===== config.mk =====
export PLATFORM = sky130hd
export DESIGN_NAME = dual_port_gpio_regs
export DESIGN_NICKNAME = d
export VERILOG_FILES = /design/src/gpio_pkg.sv /design/src/pin_sampler.sv /design/src/pin_driver.sv /design/src/dual_port_gpio_regs.sv
export SDC_FILE = /design/constraint.sdc
export NUM_CORES = 1
export LEC_CHECK = 0
export ABC_AREA = 1
export BUFFER_PORTS_ARGS = -buffer_cell sky130_fd_sc_hd__buf_4
export CAP_MARGIN = 20
export CELL_PAD_IN_SITES_DETAIL_PLACEMENT = 1
export CELL_PAD_IN_SITES_GLOBAL_PLACEMENT = 1
export CORE_MARGIN = 4
export CORE_UTILIZATION = 39
export CTS_BUF_LIST = sky130_fd_sc_hd__clkbuf_4
export DETAILED_ROUTE_END_ITERATION = 10
export PLACE_DENSITY_LB_ADDON = 0.1
export RECOVER_POWER = 50
export SYNTH_ARGS = -nofsm -noshare
export SYNTH_HDL_FRONTEND = slang
export SYNTH_SLANG_ARGS = --single-unit

===== constraint.sdc =====
create_clock -name aclk -period 2.2 [get_ports aclk]
set_input_delay 0.22 -clock aclk [delete_from_list [all_inputs] [get_ports aclk]]
set_output_delay 0.22 -clock aclk [all_outputs]
set_load 0.03 [all_outputs]

===== src/gpio_pkg.sv =====
package gpio_pkg;

	localparam int DATA_W = 8;
	// Register indices; the byte address is four times the index
	localparam logic [7:0] IDX_B_INPUT_ENABLE = 8'h0E;
	localparam logic [7:0] IDX_A_DATA = 8'h10;
	localparam logic [7:0] IDX_A_DIRECTION = 8'h11;
	localparam logic [7:0] IDX_A_PULLUP = 8'h12;
	localparam logic [7:0] IDX_B_DATA = 8'h14;
	localparam logic [7:0] IDX_B_DIRECTION = 8'h15;
	localparam logic [7:0] IDX_B_PULLUP = 8'h16;
	localparam logic [7:0] IDX_B_PULLDOWN = 8'h38;
	localparam logic [7:0] IDX_IRQ_STATUS = 8'h40;
	localparam logic [7:0] IDX_IRQ_MASK = 8'h41;
	localparam logic [7:0] IDX_WAKE_STATUS = 8'h42;

	localparam logic [7:0] RST_B_INPUT_ENABLE = 8'hFF;
	localparam logic [7:0] RST_A_DATA = 8'h00;
	localparam logic [7:0] RST_A_DIRECTION = 8'h00;
	localparam logic [7:0] RST_A_PULLUP = 8'h00;
	localparam logic [7:0] RST_B_DATA = 8'h00;
	localparam logic [7:0] RST_B_DIRECTION = 8'h00;
	localparam logic [7:0] RST_B_PULLUP = 8'h00;
	localparam logic [7:0] RST_B_PULLDOWN = 8'h00;
	localparam logic [7:0] RST_IRQ_MASK = 8'h00;

	// Writable bit masks
	localparam logic [7:0] B_PULLUP_MASK = 8'hFE;
	localparam logic [7:0] B_PULLDOWN_MASK = 8'h48;
	// Pins whose edges raise wake-up and interrupt requests
	localparam logic [7:0] B_EVENT_PINS = 8'h21;
	localparam int OPEN_DRAIN_PIN = 5;

	localparam logic [1:0] RESP_OKAY = 2'h0;
	localparam logic [1:0] RESP_SLVERR = 2'h2;

	typedef struct packed {
		logic [7:0] drive;
		logic [7:0] oe;
		logic [7:0] pu_en;
		logic [7:0] pd_en;
	} pin_ctrl_type;

endpackage : gpio_pkg


===== src/pin_sampler.sv =====
`timescale 1ns/1ps
module pin_sampler
	import gpio_pkg::*;
(
	input wire logic aclk,
	input wire logic aresetn,
	input wire logic [7:0] pin_in,
	input wire logic [7:0] input_enable,
	output logic [7:0] level,
	output logic [7:0] edge_seen
);
	logic [7:0] gated;
	logic [7:0] meta_r;
	logic [7:0] sync_r;
	logic [7:0] prev_r;

	// A disabled input reads as constant 0
	assign gated = pin_in & input_enable;

	// Two-stage synchroniser before any use
	always_ff @(posedge aclk) begin
		if (!aresetn) begin
			meta_r <= 8'h00;
			sync_r <= 8'h00;
			prev_r <= 8'h00;
		end else begin
			meta_r <= gated;
			sync_r <= meta_r;
			prev_r <= sync_r;
		end
	end

	assign level = sync_r;
	assign edge_seen = sync_r ^ prev_r;
endmodule : pin_sampler


===== src/pin_driver.sv =====
`timescale 1ns/1ps
module pin_driver
	import gpio_pkg::*;
(
	input wire logic [7:0] data,
	input wire logic [7:0] direction,
	input wire logic [7:0] pu_en,
	input wire logic [7:0] pd_en,
	input wire logic open_drain_en,
	output gpio_pkg::pin_ctrl_type ctrl
);
	logic [7:0] od_mask;

	always_comb begin
		od_mask = 8'h00;
		od_mask[OPEN_DRAIN_PIN] = open_drain_en;
	end

	always_comb begin
		ctrl.drive = data & direction & ~od_mask;
		// Open-drain pin releases instead of driving high
		ctrl.oe = direction & ~(od_mask & data);
		ctrl.pu_en = pu_en & ~direction;
		ctrl.pd_en = pd_en & ~direction;
	end
endmodule : pin_driver


===== src/dual_port_gpio_regs.sv =====
// Implementation choice: register access over AXI4-Lite.
`timescale 1ns/1ps
module dual_port_gpio_regs
	import gpio_pkg::*;
(
	input wire logic aclk,
	input wire logic aresetn,
	input wire logic [31:0] s_axi_awaddr,
	input wire logic s_axi_awvalid,
	output logic s_axi_awready,
	input wire logic [31:0] s_axi_wdata,
	input wire logic [3:0] s_axi_wstrb,
	input wire logic s_axi_wvalid,
	output logic s_axi_wready,
	output logic [1:0] s_axi_bresp,
	output logic s_axi_bvalid,
	input wire logic s_axi_bready,
	input wire logic [31:0] s_axi_araddr,
	input wire logic s_axi_arvalid,
	output logic s_axi_arready,
	output logic [31:0] s_axi_rdata,
	output logic [1:0] s_axi_rresp,
	output logic s_axi_rvalid,
	input wire logic s_axi_rready,
	input wire logic [7:0] port_a_in,
	input wire logic [7:0] port_b_in,
	output gpio_pkg::pin_ctrl_type port_a_ctrl,
	output gpio_pkg::pin_ctrl_type port_b_ctrl,
	output logic wake_request,
	output logic irq
);
	typedef enum {ADDR_A_DATA, ADDR_A_DIR, ADDR_A_PU, ADDR_B_DATA,
		ADDR_B_DIR, ADDR_B_PU, ADDR_B_PD, ADDR_B_IE, ADDR_ISTAT,
		ADDR_IMASK, ADDR_WSTAT, ADDR_NONE} reg_sel_type;

	function automatic reg_sel_type decode(input logic [31:0] addr);
		logic [7:0] idx;
		idx = addr[9:2];
		if (addr[31:10] != 22'h0 || addr[1:0] != 2'h0)
			decode = ADDR_NONE;
		else begin
			case (idx)
				IDX_A_DATA: decode = ADDR_A_DATA;
				IDX_A_DIRECTION: decode = ADDR_A_DIR;
				IDX_A_PULLUP: decode = ADDR_A_PU;
				IDX_B_DATA: decode = ADDR_B_DATA;
				IDX_B_DIRECTION: decode = ADDR_B_DIR;
				IDX_B_PULLUP: decode = ADDR_B_PU;
				IDX_B_PULLDOWN: decode = ADDR_B_PD;
				IDX_B_INPUT_ENABLE: decode = ADDR_B_IE;
				IDX_IRQ_STATUS: decode = ADDR_ISTAT;
				IDX_IRQ_MASK: decode = ADDR_IMASK;
				IDX_WAKE_STATUS: decode = ADDR_WSTAT;
				default: decode = ADDR_NONE;
			endcase
		end
	endfunction : decode

	logic [7:0] a_data_r;
	logic [7:0] a_dir_r;
	logic [7:0] a_pu_r;
	logic [7:0] b_data_r;
	logic [7:0] b_dir_r;
	logic [7:0] b_pu_r;
	logic [7:0] b_pd_r;
	logic [7:0] b_ie_r;
	logic [7:0] istat_r;
	logic [7:0] imask_r;
	logic [7:0] wstat_r;

	logic [31:0] awaddr_r;
	logic [7:0] wdata_r;
	logic wstrb0_r;
	logic aw_held_r;
	logic w_held_r;
	logic wr_go;
	reg_sel_type wsel;
	logic [7:0] wv;
	reg_sel_type rsel;

	logic [7:0] a_level;
	logic [7:0] b_level;
	logic [7:0] b_edges;
	logic [7:0] events;
	pin_ctrl_type a_ctrl;
	pin_ctrl_type b_ctrl;

	// Each half waits in its holding register until the other arrives
	always_ff @(posedge aclk) begin
		if (!aresetn) begin
			aw_held_r <= 1'b0;
			awaddr_r <= 32'h0;
		end else if (wr_go) begin
			aw_held_r <= 1'b0;
		end else if (s_axi_awvalid && s_axi_awready) begin
			aw_held_r <= 1'b1;
			awaddr_r <= s_axi_awaddr;
		end
	end

	always_ff @(posedge aclk) begin
		if (!aresetn) begin
			w_held_r <= 1'b0;
			wdata_r <= 8'h00;
			wstrb0_r <= 1'b0;
		end else if (wr_go) begin
			w_held_r <= 1'b0;
		end else if (s_axi_wvalid && s_axi_wready) begin
			w_held_r <= 1'b1;
			wdata_r <= s_axi_wdata[7:0];
			wstrb0_r <= s_axi_wstrb[0];
		end
	end

	assign wr_go = aw_held_r && w_held_r && !s_axi_bvalid;
	assign wsel = decode(awaddr_r);
	assign wv = wdata_r;

	// Accepted write with byte lane 0 aimed at one register
	function automatic logic wr_hit(input reg_sel_type sel);
		wr_hit = wr_go && wstrb0_r && (wsel == sel);
	endfunction : wr_hit

	// Ready falls at the taking edge, so each channel takes one item
	always_ff @(posedge aclk) begin
		if (!aresetn)
			s_axi_awready <= 1'b0;
		else
			s_axi_awready <= !aw_held_r && !(s_axi_awvalid && s_axi_awready)
				&& !s_axi_bvalid;
	end

	always_ff @(posedge aclk) begin
		if (!aresetn)
			s_axi_wready <= 1'b0;
		else
			s_axi_wready <= !w_held_r && !(s_axi_wvalid && s_axi_wready)
				&& !s_axi_bvalid;
	end

	// Unmapped addresses answer with an error and change nothing
	always_ff @(posedge aclk) begin
		if (!aresetn) begin
			s_axi_bvalid <= 1'b0;
			s_axi_bresp <= RESP_OKAY;
		end else if (wr_go) begin
			s_axi_bvalid <= 1'b1;
			s_axi_bresp <= (wsel == ADDR_NONE) ? RESP_SLVERR : RESP_OKAY;
		end else if (s_axi_bready) begin
			s_axi_bvalid <= 1'b0;
		end
	end

	// Register writes; byte lane 0 carries all data
	always_ff @(posedge aclk) begin
		if (!aresetn) begin
			a_data_r <= RST_A_DATA;
			a_dir_r <= RST_A_DIRECTION;
			a_pu_r <= RST_A_PULLUP;
		end else if (wr_go && wstrb0_r) begin
			case (wsel)
				ADDR_A_DATA: a_data_r <= wv;
				ADDR_A_DIR: a_dir_r <= wv;
				ADDR_A_PU: a_pu_r <= wv;
				default: ;
			endcase
		end
	end

	// Reserved pull bits are held at zero and read back as zero
	always_ff @(posedge aclk) begin
		if (!aresetn) begin
			b_data_r <= RST_B_DATA;
			b_dir_r <= RST_B_DIRECTION;
			b_pu_r <= RST_B_PULLUP;
			b_pd_r <= RST_B_PULLDOWN;
			b_ie_r <= RST_B_INPUT_ENABLE;
		end else if (wr_go && wstrb0_r) begin
			case (wsel)
				ADDR_B_DATA: b_data_r <= wv;
				ADDR_B_DIR: b_dir_r <= wv;
				ADDR_B_PU: b_pu_r <= wv & B_PULLUP_MASK;
				ADDR_B_PD: b_pd_r <= wv & B_PULLDOWN_MASK;
				ADDR_B_IE: b_ie_r <= wv;
				default: ;
			endcase
		end
	end

	// Only pins with wake-up and interrupt paths have mask bits
	always_ff @(posedge aclk) begin
		if (!aresetn)
			imask_r <= RST_IRQ_MASK;
		else if (wr_hit(ADDR_IMASK))
			imask_r <= wv & B_EVENT_PINS;
	end

	// Port A input enable sits outside this block, so its inputs stay on
	pin_sampler u_sample_a (
		.aclk(aclk),
		.aresetn(aresetn),
		.pin_in(port_a_in),
		.input_enable(8'hFF),
		.level(a_level),
		.edge_seen()
	);

	// Port B enables gate the pins ahead of the synchroniser
	pin_sampler u_sample_b (
		.aclk(aclk),
		.aresetn(aresetn),
		.pin_in(port_b_in),
		.input_enable(b_ie_r),
		.level(b_level),
		.edge_seen(b_edges)
	);

	// Gating also stops a pending edge after the enable drops
	assign events = b_edges & b_ie_r & B_EVENT_PINS;

	// Sticky status: a new event wins over a write-one clear
	always_ff @(posedge aclk) begin
		if (!aresetn)
			istat_r <= 8'h00;
		else if (wr_hit(ADDR_ISTAT))
			istat_r <= (istat_r & ~wv) | events;
		else
			istat_r <= istat_r | events;
	end

	always_ff @(posedge aclk) begin
		if (!aresetn)
			wstat_r <= 8'h00;
		else if (wr_hit(ADDR_WSTAT))
			wstat_r <= (wstat_r & ~wv) | events;
		else
			wstat_r <= wstat_r | events;
	end

	// Level output: high until every unmasked source is cleared
	always_ff @(posedge aclk) begin
		if (!aresetn)
			irq <= 1'b0;
		else
			irq <= |(istat_r & imask_r);
	end

	// Wake-up ignores the mask and follows any pending wake status bit
	always_ff @(posedge aclk) begin
		if (!aresetn)
			wake_request <= 1'b0;
		else
			wake_request <= |wstat_r;
	end

	pin_driver u_drive_a (
		.data(a_data_r),
		.direction(a_dir_r),
		.pu_en(a_pu_r),
		.pd_en(8'h00),
		.open_drain_en(1'b1),
		.ctrl(a_ctrl)
	);

	pin_driver u_drive_b (
		.data(b_data_r),
		.direction(b_dir_r),
		.pu_en(b_pu_r),
		.pd_en(b_pd_r),
		.open_drain_en(1'b0),
		.ctrl(b_ctrl)
	);

	// Registered so the pads see no decode glitches
	always_ff @(posedge aclk) begin
		if (!aresetn)
			port_a_ctrl <= '0;
		else
			port_a_ctrl <= a_ctrl;
	end

	always_ff @(posedge aclk) begin
		if (!aresetn)
			port_b_ctrl <= '0;
		else
			port_b_ctrl <= b_ctrl;
	end

	// Output pins read back their data bit, input pins the synced level
	function automatic logic [7:0] readback(input logic [7:0] data,
		input logic [7:0] dir, input logic [7:0] level);
		readback = (data & dir) | (level & ~dir);
	endfunction : readback

	// Read channel: one-cycle answer after the address is taken
	function automatic logic [7:0] read_mux(input reg_sel_type sel);
		case (sel)
			ADDR_A_DATA: read_mux = readback(a_data_r, a_dir_r, a_level);
			ADDR_A_DIR: read_mux = a_dir_r;
			ADDR_A_PU: read_mux = a_pu_r;
			ADDR_B_DATA: read_mux = readback(b_data_r, b_dir_r, b_level);
			ADDR_B_DIR: read_mux = b_dir_r;
			ADDR_B_PU: read_mux = b_pu_r;
			ADDR_B_PD: read_mux = b_pd_r;
			ADDR_B_IE: read_mux = 8'h00;
			ADDR_ISTAT: read_mux = istat_r;
			ADDR_IMASK: read_mux = imask_r;
			ADDR_WSTAT: read_mux = wstat_r;
			default: read_mux = 8'h00;
		endcase
	endfunction : read_mux

	assign rsel = decode(s_axi_araddr);

	// One read in flight: ready returns once the answer is taken
	always_ff @(posedge aclk) begin
		if (!aresetn)
			s_axi_arready <= 1'b0;
		else
			s_axi_arready <= !s_axi_rvalid
				&& !(s_axi_arvalid && s_axi_arready);
	end

	always_ff @(posedge aclk) begin
		if (!aresetn) begin
			s_axi_rvalid <= 1'b0;
			s_axi_rdata <= 32'h0;
			s_axi_rresp <= RESP_OKAY;
		end else if (s_axi_arvalid && s_axi_arready) begin
			s_axi_rvalid <= 1'b1;
			s_axi_rdata <= {24'h0, read_mux(rsel)};
			s_axi_rresp <= (rsel == ADDR_NONE) ? RESP_SLVERR : RESP_OKAY;
		end else if (s_axi_rready) begin
			s_axi_rvalid <= 1'b0;
		end
	end
endmodule : dual_port_gpio_regs


== Word-level counts from Yosys, hierarchy flattened ==
Cells that the tools add are included.

* Multipliers: 0
* Mux-type cells: 13
* Eq/ne operators: 43
* Magnitude comparators: 0
* Shift-type cells: 0
* $add $sub $neg: 0
* Bitwise logic cells: 26
* Divide/modulo/power cells: 0
* Reductions and logical operators: 44

{| class="wikitable"
|+ Operators with widths
! cell !! number
|-
| $eq A32 B3 Y1 const B || 7
|-
| $eq A32 B5 Y1 const B || 5
|-
| $eq A32 B2 Y1 const B || 4
|-
| $eq A32 B4 Y1 const B || 3
|-
| $eq A8 B5 Y1 const B || 12
|-
| $pmux W4 S11 || 2
|-
| $and A8 B8 Y8 || 10
|-
| $pmux W8 S10 || 1
|-
| $eq A32 B1 Y1 const B || 2
|-
| $logic_not A32 Y1 || 2
|-
| $eq A8 B7 Y1 const B || 6
|-
| $reduce_bool A22 Y1 || 2
|-
| $or A8 B6 Y8 || 4
|-
| $not A8 Y8 || 3
|-
| $reduce_and A2 Y1 || 10
|-
| $eq A8 B4 Y1 const B || 2
|-
| $eq A8 B6 Y1 const B || 2
|-
| $mux W8 || 2
|-
| $or A8 B8 Y8 || 2
|-
| $reduce_or A8 Y1 || 2
|-
| $logic_and A1 B1 Y1 || 14
|-
| $and A7 B8 Y8 || 1
|-
| $and A8 B6 Y8 || 1
|-
| $mux W4 || 2
|-
| other kinds (10) || 25
|}

* Latch bits: 0
* Word-level logic and storage cells: 166
* Bits in writable memories: 0
* Memories kept: 0
* Output and inout port bits: 107
* Register bits after elaboration: 239
* Input port bits: 123
* Bits in read-only memories: 0

== Depth between registers and ports, before layout ==
Gate-level depths: netlist (run 1).

* Depth after elaboration: 6
* Depth in mapped cells: 17
* Mapped depth without buffers: 17

== Cells and area by module ==
From an unflattened synthesis (run 1), not the netlist that was laid out.

* Cells, all modules: 1547
* Area, all modules: 10697.8 µm²

{| class="wikitable"
|+ Modules (own cells, without submodules)
! module !! times used !! cells each !! area each (µm²) !! seq. area each (µm²)
|-
| dual_port_gpio_regs || 1 || 1203 || 8520.7 || 3983.8
|-
| pin_sampler || 2 || 115 || 843.3 || 480.5
|-
| pin_driver || 2 || 57 || 245.2 || 0.0
|}

== Worst setup path after synthesis (run 1) ==
Ideal clock, no wire load.

* Kind: register -> register
* Start point: register s_axi_bvalid
* End point: register a_pu_r[5]
* Data required time: 2.083 ns
* Path buffers: 1
* Setup time: 0.117 ns
* Arrival time: 1.843 ns
* Slack: 0.240 ns
* Period minus slack after synthesis: 1.960 ns
* Cell stages (with the launch flop): 10
* Path through: dfxtp_1 nor3_2 nand2_1 inv_1 nand2_1 nor2_2 nand2_2 buf_4 o21ai_1 a21oi_1

* Cells in the longest elaborated chain, start to end: 4

{| class="wikitable"
|+ RTL lines
! item !! line !! source
|-
| from (decl) || dual_port_gpio_regs.sv:16 || <nowiki>output logic s_axi_bvalid,</nowiki>
|-
| from (signal assigned) || dual_port_gpio_regs.sv:144 || <nowiki>s_axi_bvalid <= 1'b0;</nowiki>
|-
| from (signal assigned) || dual_port_gpio_regs.sv:147 || <nowiki>s_axi_bvalid <= 1'b1;</nowiki>
|-
| from (signal assigned) || dual_port_gpio_regs.sv:150 || <nowiki>s_axi_bvalid <= 1'b0;</nowiki>
|-
| $logic_not A1 Y1 || dual_port_gpio_regs.sv:115 || <nowiki>assign wr_go = aw_held_r && w_held_r && !s_axi_bvalid;</nowiki>
|-
| $logic_and A1 B1 Y1 || dual_port_gpio_regs.sv:115 ||
|-
| $logic_and A1 B1 Y1 || dual_port_gpio_regs.sv:160 || <nowiki>end else if (wr_go && wstrb0_r) begin</nowiki>
|-
| $reduce_and A2 Y1 (no line) || -- ||
|-
| to (signal assigned) || dual_port_gpio_regs.sv:164 || <nowiki>ADDR_A_PU: a_pu_r <= wv;</nowiki>
|-
| to (decl) || dual_port_gpio_regs.sv:61 || <nowiki>logic [7:0] a_pu_r;</nowiki>
|}

Every way passes these cells.
A chain may end at the register's enable or synchronous reset.

== Worst setup path after layout (run 1) ==
* Start point: register awaddr_r[9]
* End point: register b_dir_r[2]

* Cells in the longest elaborated chain, start to end: 5
* Elaborated cells between the ends (all ways): 15
* Those cells by class: 12 x eq/ne; 2 x mux; 1 x reduce/logical

{| class="wikitable"
|+ RTL lines
! item !! line !! source
|-
| from (decl) || dual_port_gpio_regs.sv:71 || <nowiki>logic [31:0] awaddr_r;</nowiki>
|-
| from (signal assigned) || dual_port_gpio_regs.sv:97 || <nowiki>awaddr_r <= s_axi_awaddr;</nowiki>
|-
| $eq A8 B7 Y1 (tied with other cells) || dual_port_gpio_regs.sv:42 || <nowiki>case (idx)</nowiki>
|-
| $pmux W4 S11 * || dual_port_gpio_regs.sv:42 ||
|-
| $mux W4 * || dual_port_gpio_regs.sv:39 || <nowiki>if (addr[31:10] != 22'h0 || addr[1:0] != 2'h0)</nowiki>
|-
| $eq A32 B3 Y1 * || dual_port_gpio_regs.sv:179 || <nowiki>case (wsel)</nowiki>
|-
| $reduce_and A2 Y1 (no line) * || -- ||
|-
| to (signal assigned) || dual_port_gpio_regs.sv:181 || <nowiki>ADDR_B_DIR: b_dir_r <= wv;</nowiki>
|-
| to (decl) || dual_port_gpio_regs.sv:63 || <nowiki>logic [7:0] b_dir_r;</nowiki>
|}

Every way passes the cells marked *; elsewhere a longest branch is shown, timed or not.

==> impl_results.html, run 1 <==
<table>
<tr><th>Metric</th><th>Value</th></tr>
<tr><th colspan="2">Status</th></tr>
<tr><td>Run status</td><td>completed</td></tr>
<tr><th colspan="2">GRT</th></tr>
<tr><td>Remaining global-route overflow</td><td>0</td></tr>
<tr><td>Number of antenna violations at the first check in global routing</td><td>3</td></tr>
<tr><td>Number of global-route vias before repair</td><td>around 8800</td></tr>
<tr><td>Global-route wire length before repair</td><td>roughly 45000 µm</td></tr>
<tr><td>Overall routing resource usage</td><td>a little over a fifth</td></tr>
<tr><td>Maximum number of pins on one net before global-route repair</td><td>about 160</td></tr>
<tr><th colspan="2">Floorplanning</th></tr>
<tr><td>Height of the die</td><td>roughly 160 µm</td></tr>
<tr><td>Die ar.</td><td>25500 µm²</td></tr>
<tr><td># IOs</td><td>230</td></tr>
<tr><td>FP Rows</td><td>55</td></tr>
<tr><td>Core region area</td><td>around 23000 µm²</td></tr>
<tr><td>Die span in x</td><td>roughly 160 µm</td></tr>
<tr><td>Initial core utilization</td><td>about 40%</td></tr>
<tr><th colspan="2">Logic synthesis</th></tr>
<tr><td>Leading register cell type out of synthesis</td><td>sky130_fd_sc_hd__dfxtp_1</td></tr>
<tr><td>Count of warnings emitted by yosys</td><td>0</td></tr>
<tr><td>Number of distinct library cell variants in the gate-level netlist after synthesis</td><td>36</td></tr>
<tr><td>Cell count after synthesis</td><td>between 1000 and 1500</td></tr>
<tr><td>Sequential cell area fraction in the yosys report</td><td>about half</td></tr>
<tr><td>Async set or reset register ratio after synthesis</td><td>0%</td></tr>
<tr><td>Average footprint of a synthesized cell</td><td>7.415 µm²</td></tr>
<tr><td>Post-synth EDFFs</td><td>0</td></tr>
<tr><td>#FFs+latches synth</td><td>between 200 and 250</td></tr>
<tr><td>Cell area after synthesis</td><td>8972 µm²</td></tr>
<tr><th colspan="2">Pwr</th></tr>
<tr><td>Cell leakage power</td><td>between 5 and 6 nW</td></tr>
<tr><td>Total power density per cell area</td><td>slightly above 700 nW/µm²</td></tr>
<tr><td>Maximum ir drop on the vdd rail</td><td>slightly below 0.0004 V</td></tr>
<tr><td>Total power</td><td>around 8.4 mW</td></tr>
<tr><th colspan="2">Routing</th></tr>
<tr><td>Detail-routed via count per cell</td><td>4.731</td></tr>
<tr><td>Total Wirelength</td><td>28490 µm</td></tr>
<tr><td>First-pass detailed-route iteration total</td><td>5</td></tr>
<tr><td>Count of routing violations after the opening detailed-route iteration</td><td>between 300 and 400</td></tr>
<tr><td>DR vias</td><td>8615</td></tr>
<tr><td>Number of remaining DRC errors</td><td>0</td></tr>
<tr><td>Antenna viol nets, final</td><td>0</td></tr>
<tr><td>Routed len/inst</td><td>about 16 µm</td></tr>
<tr><th colspan="2">Timing</th></tr>
<tr><td>Slew at the pin closest to its max-slew limit</td><td>1055 ps</td></tr>
<tr><td>Fin Hold WS</td><td>between 200 and 300 ps</td></tr>
<tr><td>Clock Skew</td><td>just under 50 ps</td></tr>
<tr><td>Number of pins exceeding their max-slew limit in the final report</td><td>0</td></tr>
<tr><td>Final hold violation count</td><td>0</td></tr>
<tr><td>Normalized max-slew margin</td><td>slightly below 30%</td></tr>
<tr><td>Final TNS setup</td><td>0 ps</td></tr>
<tr><td>Ratio of final minimum period to clock period</td><td>95.82%</td></tr>
<tr><td>Max Fclk</td><td>between 400 and 500 MHz</td></tr>
<tr><td>Final setup violation count</td><td>0</td></tr>
<tr><td>Time the final worst path needs with I/O delays and setup</td><td>about 2100 ps</td></tr>
<tr><th colspan="2">Placed design</th></tr>
<tr><td>Routability cong.</td><td>approximately 0.86</td></tr>
<tr><td>Number of cells in the design after placement</td><td>1652</td></tr>
<tr><td>Number of buffer cells added on primary ports</td><td>between 150 and 200</td></tr>
<tr><td>HPWL after detailed placement</td><td>about 20000 µm</td></tr>
<tr><th colspan="2">Setup path</th></tr>
<tr><td>Category of the most critical setup path</td><td>reg2reg</td></tr>
<tr><td>Most frequent CP cell</td><td>sky130_fd_sc_hd__nand2_1</td></tr>
<tr><td>Number of buffer and inverter instances along the worst setup path</td><td>3</td></tr>
<tr><td>Element type at the critical path end</td><td>register</td></tr>
<tr><td>CP required</td><td>between 2000 and 3000 ps</td></tr>
<tr><td>Worst Path Arrival</td><td>2670 ps</td></tr>
<tr><td>Highest-delay cell along the critical path</td><td>sky130_fd_sc_hd__dfxtp_1</td></tr>
<tr><td>Cell-by-cell trace of the critical path</td><td>nor2_4 -&gt; nand3_2 -&gt; inv_2 -&gt; nand2_1 -&gt; a21oi_2 -&gt; inv_1 -&gt; nand3_4 -&gt; nand3_4 -&gt; nor2_4 -&gt; nand2_1 -&gt; nor2_4 -&gt; buf_4 -&gt; nand2_1 -&gt; nand2_1 -&gt; nor2_1</td></tr>
<tr><td>Largest fanout of any net on the critical path</td><td>10</td></tr>
<tr><td>Max incr delay on CP</td><td>around 340 ps</td></tr>
<tr><td>Startpoint types</td><td>register</td></tr>
<tr><td>Largest delay contributor family on the critical path</td><td>simple AND/OR/NAND/NOR gates</td></tr>
<tr><th colspan="2">Final layout</th></tr>
<tr><td>Final Instance Count excl. Fillers</td><td>about 1800</td></tr>
<tr><td>Count of nets after finishing</td><td>roughly 1600</td></tr>
<tr><td>Core occupancy in the finished layout</td><td>between 50% and 60%</td></tr>
<tr><td>P&amp;R area growth vs syn</td><td>31.25%</td></tr>
<tr><td>Share of final-layout standard cells stronger than drive strength 1</td><td>about a fifth</td></tr>
<tr><td>Biggest regs</td><td>awaddr_r (32), port_b_ctrl (25), port_a_ctrl (23)</td></tr>
<tr><td>Most common cell after layout, fill and taps aside</td><td>sky130_fd_sc_hd__nand2_1</td></tr>
<tr><td>Number of flip-flops in the largest register</td><td>32</td></tr>
<tr><td>Largest register by flop count</td><td>awaddr_r</td></tr>
<tr><td>Commonest cells after routing, fill and taps aside</td><td>sky130_fd_sc_hd__nand2_1 (274), sky130_fd_sc_hd__dfxtp_1 (214), sky130_fd_sc_hd__nor2_1 (193)</td></tr>
<tr><th colspan="2">Clocking</th></tr>
<tr><td>Number of buffers added by the clock tree synthesis step</td><td>57</td></tr>
<tr><td>Worst-skew pair later-pin latency</td><td>roughly 700 ps</td></tr>
<tr><td>CTS tree</td><td>done</td></tr>
<tr><td>Clock buffer depth</td><td>3</td></tr>
<tr><td>Clk pin slew, worst setup/hold paths</td><td>~60 ps</td></tr>
<tr><td>Total clock sinks</td><td>~220</td></tr>
<tr><td>Root buffer cell</td><td>sky130_fd_sc_hd__clkbuf_4</td></tr>
<tr><td># H-tree levels</td><td>2</td></tr>
<tr><th colspan="2">Job</th></tr>
<tr><td>Max-cap viol count</td><td>0</td></tr>
<tr><th colspan="2">Hold path</th></tr>
<tr><td>Worst Hold Class</td><td>in2reg</td></tr>
</table>
==> layout make-up <==
class,count,area (µm²)
timing repair buffer,266,2028
multi-input combinational,815,3815
sequential,217,4348
fill,2876,10860
tap,285,356.6
clock buffer,88,660.6
inverter,141,529.3
clock inverter,8,36.28
antenna,1,2.502
==> worst paths after layout <==
check                                          start                   end  slack, ps  depth (start not counted)
worst min-delay path                    port_a_in[4]  u_sample_a.meta_r[4]        280                          4
worst max register to register           awaddr_r[9]            b_dir_r[2]         90                         15
worst min register to register  u_sample_b.meta_r[6]   u_sample_b.level[6]        410                          2
worst max-delay path                     awaddr_r[9]            b_dir_r[2]         90                         15
==> tightest hold or removal path, cell delays in order <==
cell and delay (ps):
sky130_fd_sc_hd__dlygate4sd3_1 520, sky130_fd_sc_hd__buf_4 100, sky130_fd_sc_hd__nand2_1 40, sky130_fd_sc_hd__inv_1 40
==> per-layer routing <==
layer | routed length, µm | GRT usage, %
met3 | 1073 | 4.052
met2 | 14070 | 36.82
met4 | 320 | 5.089
met5 | 0 | 0
met1 | 13020 | 28.62
==> power breakdown <==
| part | total (mW) | internal [mW] | switching (mW) |
|---|---|---|---|
| clock network | 3.42 | 1.80 | 1.63 |
| logic | 0.846 | 0.340 | 0.506 |
| registers | 4.11 | 4.04 | 0.0756 |
| total | 8.38 | 6.17 | 2.21 |
==> cells by family (layout without fill, tap and decap cells) <==
| family | count (synthesis) | in the layout | share of synthesized area (%) |
|---|---|---|---|
| DFF | 217 | 217 | 48.42 |
| xor gates and xnor gates | 2 | 2 | 0.1953 |
| and+or+nand+nor | 572 | 572 | 27.12 |
| buffers and inverters | 219 | 503 | 11.46 |
| other | 1 | 43 | 0.04180 |
| muxes | 13 | 13 | 1.618 |
| AOI/OAI and AO/OA | 186 | 186 | 11.14 |
==> per-stage QoR <==
stage | setup slack (ps) | area, µm²
after floorplan | 239.5 | 9126
after global routing | -115.4 | 11780
final | 91.86 | 11780
after CTS | 13.59 | 11840
after detailed placement | -12.53 | 10480
after global placement | 91.43 | 10480
==> timing repair <==
item,CTS,global route
endpoints found under the hold margin,63,0
pin swaps,0,7
gates resized for setup,2,26
hold buffers,66,0
setup buffers,0,6
endpoints found under the setup margin,2,70
==> synth_stat cells, types with 2 or more instances <==
library cell | number | area (µm²)
sky130_fd_sc_hd__o211ai_1 | 21 | 157.7
sky130_fd_sc_hd__a21oi_1 | 70 | 350.3
sky130_fd_sc_hd__nand3_4 | 3 | 52.55
sky130_fd_sc_hd__nand4_4 | 2 | 42.54
sky130_fd_sc_hd__o21ai_1 | 6 | 30.03
sky130_fd_sc_hd__nand4_1 | 9 | 56.30
sky130_fd_sc_hd__nor2_1 | 200 | 750.7
sky130_fd_sc_hd__clkbuf_1 | 28 | 105.1
sky130_fd_sc_hd__nand2_2 | 5 | 31.28
sky130_fd_sc_hd__nor4_1 | 3 | 18.77
sky130_fd_sc_hd__xor2_1 | 2 | 17.52
sky130_fd_sc_hd__dfxtp_1 | 217 | 4344
sky130_fd_sc_hd__inv_1 | 136 | 510.5
sky130_fd_sc_hd__buf_6 | 4 | 45.04
sky130_fd_sc_hd__nor3b_1 | 2 | 15.01
sky130_fd_sc_hd__buf_4 | 44 | 330.3
sky130_fd_sc_hd__mux2_2 | 12 | 135.1
sky130_fd_sc_hd__nor2_4 | 6 | 67.56
sky130_fd_sc_hd__inv_2 | 4 | 15.01
sky130_fd_sc_hd__o21ai_0 | 85 | 425.4
sky130_fd_sc_hd__nand2_1 | 275 | 1032
sky130_fd_sc_hd__nor3_1 | 16 | 80.08
sky130_fd_sc_hd__nand3_2 | 3 | 30.03
sky130_fd_sc_hd__nor2_2 | 8 | 50.05
sky130_fd_sc_hd__nand3_1 | 38 | 190.2
Note: power is estimated with default switching activity, not from simulation.
==> inputs of run 2 (changes only) <==
==> constraint.sdc (replaced) <==
create_clock -name aclk -period 2.2 [get_ports aclk]
set_input_delay 0.22 -clock aclk [delete_from_list [all_inputs] [get_ports aclk]]
set_output_delay 0.22 -clock aclk [all_outputs]
set_load 0.05 [all_outputs]
==> impl_results.html, run 2 (same netlist as run 1, synthesis figures left out) <==
<table>
<tr><th>Metric</th><th>Value</th></tr>
<tr><th colspan="2">Job</th></tr>
<tr><td>Max-cap viol count</td><td>0 (unchanged)</td></tr>
<tr><th colspan="2">GRT</th></tr>
<tr><td>Remaining global-route overflow</td><td>0 (unchanged)</td></tr>
<tr><td>Number of global-route vias before repair</td><td>8775 (unchanged)</td></tr>
<tr><td>Global-route wire length before repair</td><td>45490 µm (unchanged)</td></tr>
<tr><td>Maximum number of pins on one net before global-route repair</td><td>162 (unchanged)</td></tr>
<tr><td>Overall routing resource usage</td><td>21.65% (unchanged)</td></tr>
<tr><td>Number of antenna violations at the first check in global routing</td><td>3 (unchanged)</td></tr>
<tr><th colspan="2">Setup path</th></tr>
<tr><td>Category of the most critical setup path</td><td>reg2reg (unchanged)</td></tr>
<tr><td>Highest-delay cell along the critical path</td><td>sky130_fd_sc_hd__dfxtp_1 (unchanged)</td></tr>
<tr><td>CP required</td><td>2800 ps (was 2760 ps)</td></tr>
<tr><td>Largest delay contributor family on the critical path</td><td>simple AND/OR/NAND/NOR gates (unchanged)</td></tr>
<tr><td>Cell-by-cell trace of the critical path</td><td>nor2_4 -&gt; nand3_2 -&gt; inv_2 -&gt; nand2_1 -&gt; a21oi_2 -&gt; inv_1 -&gt; nand3_4 -&gt; buf_6 -&gt; nand4_4 -&gt; nor2_1 -&gt; o21ai_0 -&gt; a21oi_1 (was nor2_4 -&gt; nand3_2 -&gt; inv_2 -&gt; nand2_1 -&gt; a21oi_2 -&gt; inv_1 -&gt; nand3_4 -&gt; nand3_4 -&gt; nor2_4 -&gt; nand2_1 -&gt; nor2_4 -&gt; buf_4 -&gt; nand2_1 -&gt; nand2_1 -&gt; nor2_1)</td></tr>
<tr><td>Launching element of the worst setup path</td><td>awaddr_r[9] (unchanged)</td></tr>
<tr><td>Element type at the critical path end</td><td>register (unchanged)</td></tr>
<tr><td>Startpoint types</td><td>register (unchanged)</td></tr>
<tr><td>Largest fanout of any net on the critical path</td><td>6 (was 10)</td></tr>
<tr><td>Worst Path Arrival</td><td>2700 ps (was 2670 ps)</td></tr>
<tr><td>Number of buffer and inverter instances along the worst setup path</td><td>3 (unchanged)</td></tr>
<tr><td>Origin of the critical flop-to-flop path</td><td>awaddr_r[9] (unchanged)</td></tr>
<tr><td>Max incr delay on CP</td><td>340 ps (about the same)</td></tr>
<tr><th colspan="2">Timing</th></tr>
<tr><td>Max Fclk</td><td>475.6 MHz (was 474.4 MHz)</td></tr>
<tr><td>Final setup violation count</td><td>0 (unchanged)</td></tr>
<tr><td>Number of pins exceeding their max-slew limit in the final report</td><td>0 (unchanged)</td></tr>
<tr><td>Ratio of final minimum period to clock period</td><td>95.56% (was 95.82%)</td></tr>
<tr><td>Final hold violation count</td><td>0 (unchanged)</td></tr>
<tr><td>Normalized max-slew margin</td><td>30.09% (was 29.69%)</td></tr>
<tr><td>Time the final worst path needs with I/O delays and setup</td><td>2102 ps (was 2108 ps)</td></tr>
<tr><td>Slew at the pin closest to its max-slew limit</td><td>1049 ps (was 1055 ps)</td></tr>
<tr><td>Clock Skew</td><td>46.83 ps (was 49.41 ps)</td></tr>
<tr><th colspan="2">Floorplanning</th></tr>
<tr><td>Height of the die</td><td>159.7 µm (unchanged)</td></tr>
<tr><td># IOs</td><td>230 (unchanged)</td></tr>
<tr><td>FP Rows</td><td>55 (unchanged)</td></tr>
<tr><td>Initial core utilization</td><td>39.63% (unchanged)</td></tr>
<tr><td>Die ar.</td><td>25500 µm² (unchanged)</td></tr>
<tr><td>Die span in x</td><td>159.7 µm (unchanged)</td></tr>
<tr><td>Core region area</td><td>22640 µm² (unchanged)</td></tr>
<tr><th colspan="2">Clocking</th></tr>
<tr><td>Number of buffers added by the clock tree synthesis step</td><td>57 (unchanged)</td></tr>
<tr><td>Worst-skew pair later-pin latency</td><td>680 ps (about the same)</td></tr>
<tr><td>Root buffer cell</td><td>sky130_fd_sc_hd__clkbuf_4 (unchanged)</td></tr>
<tr><td>Clk pin slew, worst setup/hold paths</td><td>80 ps (was 60 ps)</td></tr>
<tr><td># H-tree levels</td><td>2 (unchanged)</td></tr>
<tr><td>Clock buffer depth</td><td>3 (unchanged)</td></tr>
<tr><td>CTS tree</td><td>done (unchanged)</td></tr>
<tr><td>Total clock sinks</td><td>217 (unchanged)</td></tr>
<tr><th colspan="2">Routing</th></tr>
<tr><td>Routed len/inst</td><td>15.64 µm (unchanged)</td></tr>
<tr><td>First-pass detailed-route iteration total</td><td>5 (unchanged)</td></tr>
<tr><td>Number of remaining DRC errors</td><td>0 (unchanged)</td></tr>
<tr><td>Total Wirelength</td><td>28490 µm (unchanged)</td></tr>
<tr><td>Count of routing violations after the opening detailed-route iteration</td><td>334 (unchanged)</td></tr>
<tr><td>DR vias</td><td>8610 (was 8615)</td></tr>
<tr><td>Detail-routed via count per cell</td><td>4.728 (was 4.731)</td></tr>
<tr><td>Antenna viol nets, final</td><td>0 (unchanged)</td></tr>
<tr><th colspan="2">Pwr</th></tr>
<tr><td>Switching part of the total</td><td>26.94% (was 26.33%)</td></tr>
<tr><td>Comb power frac</td><td>10.9% (was 10.1%)</td></tr>
<tr><td>Flop pwr share</td><td>48.7% (was 49.1%)</td></tr>
<tr><td>Internal portion of total power</td><td>6.174 mW (was 6.175 mW)</td></tr>
<tr><td>Maximum ir drop on the vdd rail</td><td>0.0003974 V (was 0.0003973 V)</td></tr>
<tr><td>Total net switching power</td><td>2.277 mW (was 2.206 mW)</td></tr>
<tr><td>Cell leakage power</td><td>5.718 nW (was 5.709 nW)</td></tr>
<tr><td>Total power density per cell area</td><td>717.2 nW/µm² (was 711.7 nW/µm²)</td></tr>
<tr><td>Clock network power share</td><td>40.4% (was 40.8%)</td></tr>
<tr><td>Total power</td><td>8.451 mW (was 8.381 mW)</td></tr>
<tr><th colspan="2">Placed design</th></tr>
<tr><td>Number of buffer cells added on primary ports</td><td>160 (unchanged)</td></tr>
<tr><td>HPWL after detailed placement</td><td>19660 µm (unchanged)</td></tr>
<tr><td>Number of cells in the design after placement</td><td>1652 (unchanged)</td></tr>
<tr><td>Cell area after placement</td><td>10480 µm² (unchanged)</td></tr>
<tr><td>Routability cong.</td><td>0.8607 (unchanged)</td></tr>
<tr><th colspan="2">Final layout</th></tr>
<tr><td>Commonest cells after routing, fill and taps aside</td><td>sky130_fd_sc_hd__nand2_1 (274), sky130_fd_sc_hd__dfxtp_1 (214), sky130_fd_sc_hd__nor2_1 (193) (unchanged)</td></tr>
<tr><td>Biggest regs</td><td>awaddr_r (32), port_b_ctrl (25), port_a_ctrl (23) (unchanged)</td></tr>
<tr><td>Number of flip-flops in the largest register</td><td>32 (unchanged)</td></tr>
<tr><td>Count of nets after finishing</td><td>1621 (unchanged)</td></tr>
<tr><td>Fin area</td><td>11780 µm² (about the same)</td></tr>
<tr><td>Final Instance Count excl. Fillers</td><td>1821 (unchanged)</td></tr>
<tr><td>Share of final-layout standard cells stronger than drive strength 1</td><td>19.87% (was 19.74%)</td></tr>
<tr><td>Largest register by flop count</td><td>awaddr_r (unchanged)</td></tr>
<tr><td>P&amp;R area growth vs syn</td><td>31.33% (was 31.25%)</td></tr>
<tr><td>Most common cell after layout, fill and taps aside</td><td>sky130_fd_sc_hd__nand2_1 (unchanged)</td></tr>
<tr><th colspan="2">Hold path</th></tr>
<tr><td>Worst Hold Class</td><td>in2reg (unchanged)</td></tr>
<tr><td>Startpoint of the worst hold path</td><td>port_a_in[4] (unchanged)</td></tr>
<tr><th colspan="2">Status</th></tr>
<tr><td>Run status</td><td>completed (unchanged)</td></tr>
</table>
[run 2: power groups by stage]
stage                     clock, mW  sequential (mW)  combinational (mW)
after floorplan                   0             4.20               0.542
after global placement            0             4.19               0.785
after detailed placement          0             4.20               0.797
after CTS                      3.54             4.11               0.897
after global routing           3.75             4.12                1.01
final                          3.42             4.11               0.923
[run 2: path summary, 6_finish.rpt]
| kind | slack [ps] | depth (start not counted) | endpoint |
|---|---|---|---|
| worst max-delay path | 100 | 12 | imask_r[5] |
| worst min-delay path | 280 | 4 | u_sample_a.meta_r[4] |
| worst max register to register | 100 | 12 | imask_r[5] |
| worst min register to register | 410 | 2 | u_sample_b.level[6] |
[run 2: area by class of cell]
class	instances	area [µm²]
diodes	1	2.502
clock buffers	88	660.6
clock inverters	8	36.28
fillers	2876	10860
inverters	141	529.3
multi-input cells	815	3815
flip-flops and latches	217	4348
well taps	285	356.6
repair buffers	266	2036
[run 2: through the flow]
stage          hold WS, ps  setup slack [ps]  TNS [ps]  utilization (%)
6_report             281.4             97.57         0            52.05
5_1_grt              237.3            -115.4     -3330            52.05
4_1_cts              199.3             13.59         0            52.31
3_5_place_dp         403.3            -12.53    -24.37            46.28
3_3_place_gp         393.8             91.43         0            46.28
2_1_floorplan        317.6             142.4         0                -
[run 2: timing repair]
| item | CTS | global route |
|---|---|---|
| buffers inserted | 0 | 6 |
| endpoints found under the hold margin | 63 | 0 |
| resized for setup | 2 | 26 |
| hold buffers | 66 | 0 |
| pin swaps | 0 | 7 |
| setup endpoints to repair | 2 | 70 |
[run 2: worst min-delay path: cells and delay by family]
family | cells | cell delay, ps
AND/OR/NAND/NOR | 1 | 40
buffers and inverters | 3 | 660
[run 2: layer usage]
metal,share of wire [%],global-route usage (%),routed length (µm),vias up
met2,49,36.82,14030,184
li1,-,-,-,4334
met3,3.8,4.052,1073,33
met5,0,0,0,-
met4,1.1,5.089,325,0
met1,46,28.62,13060,4059
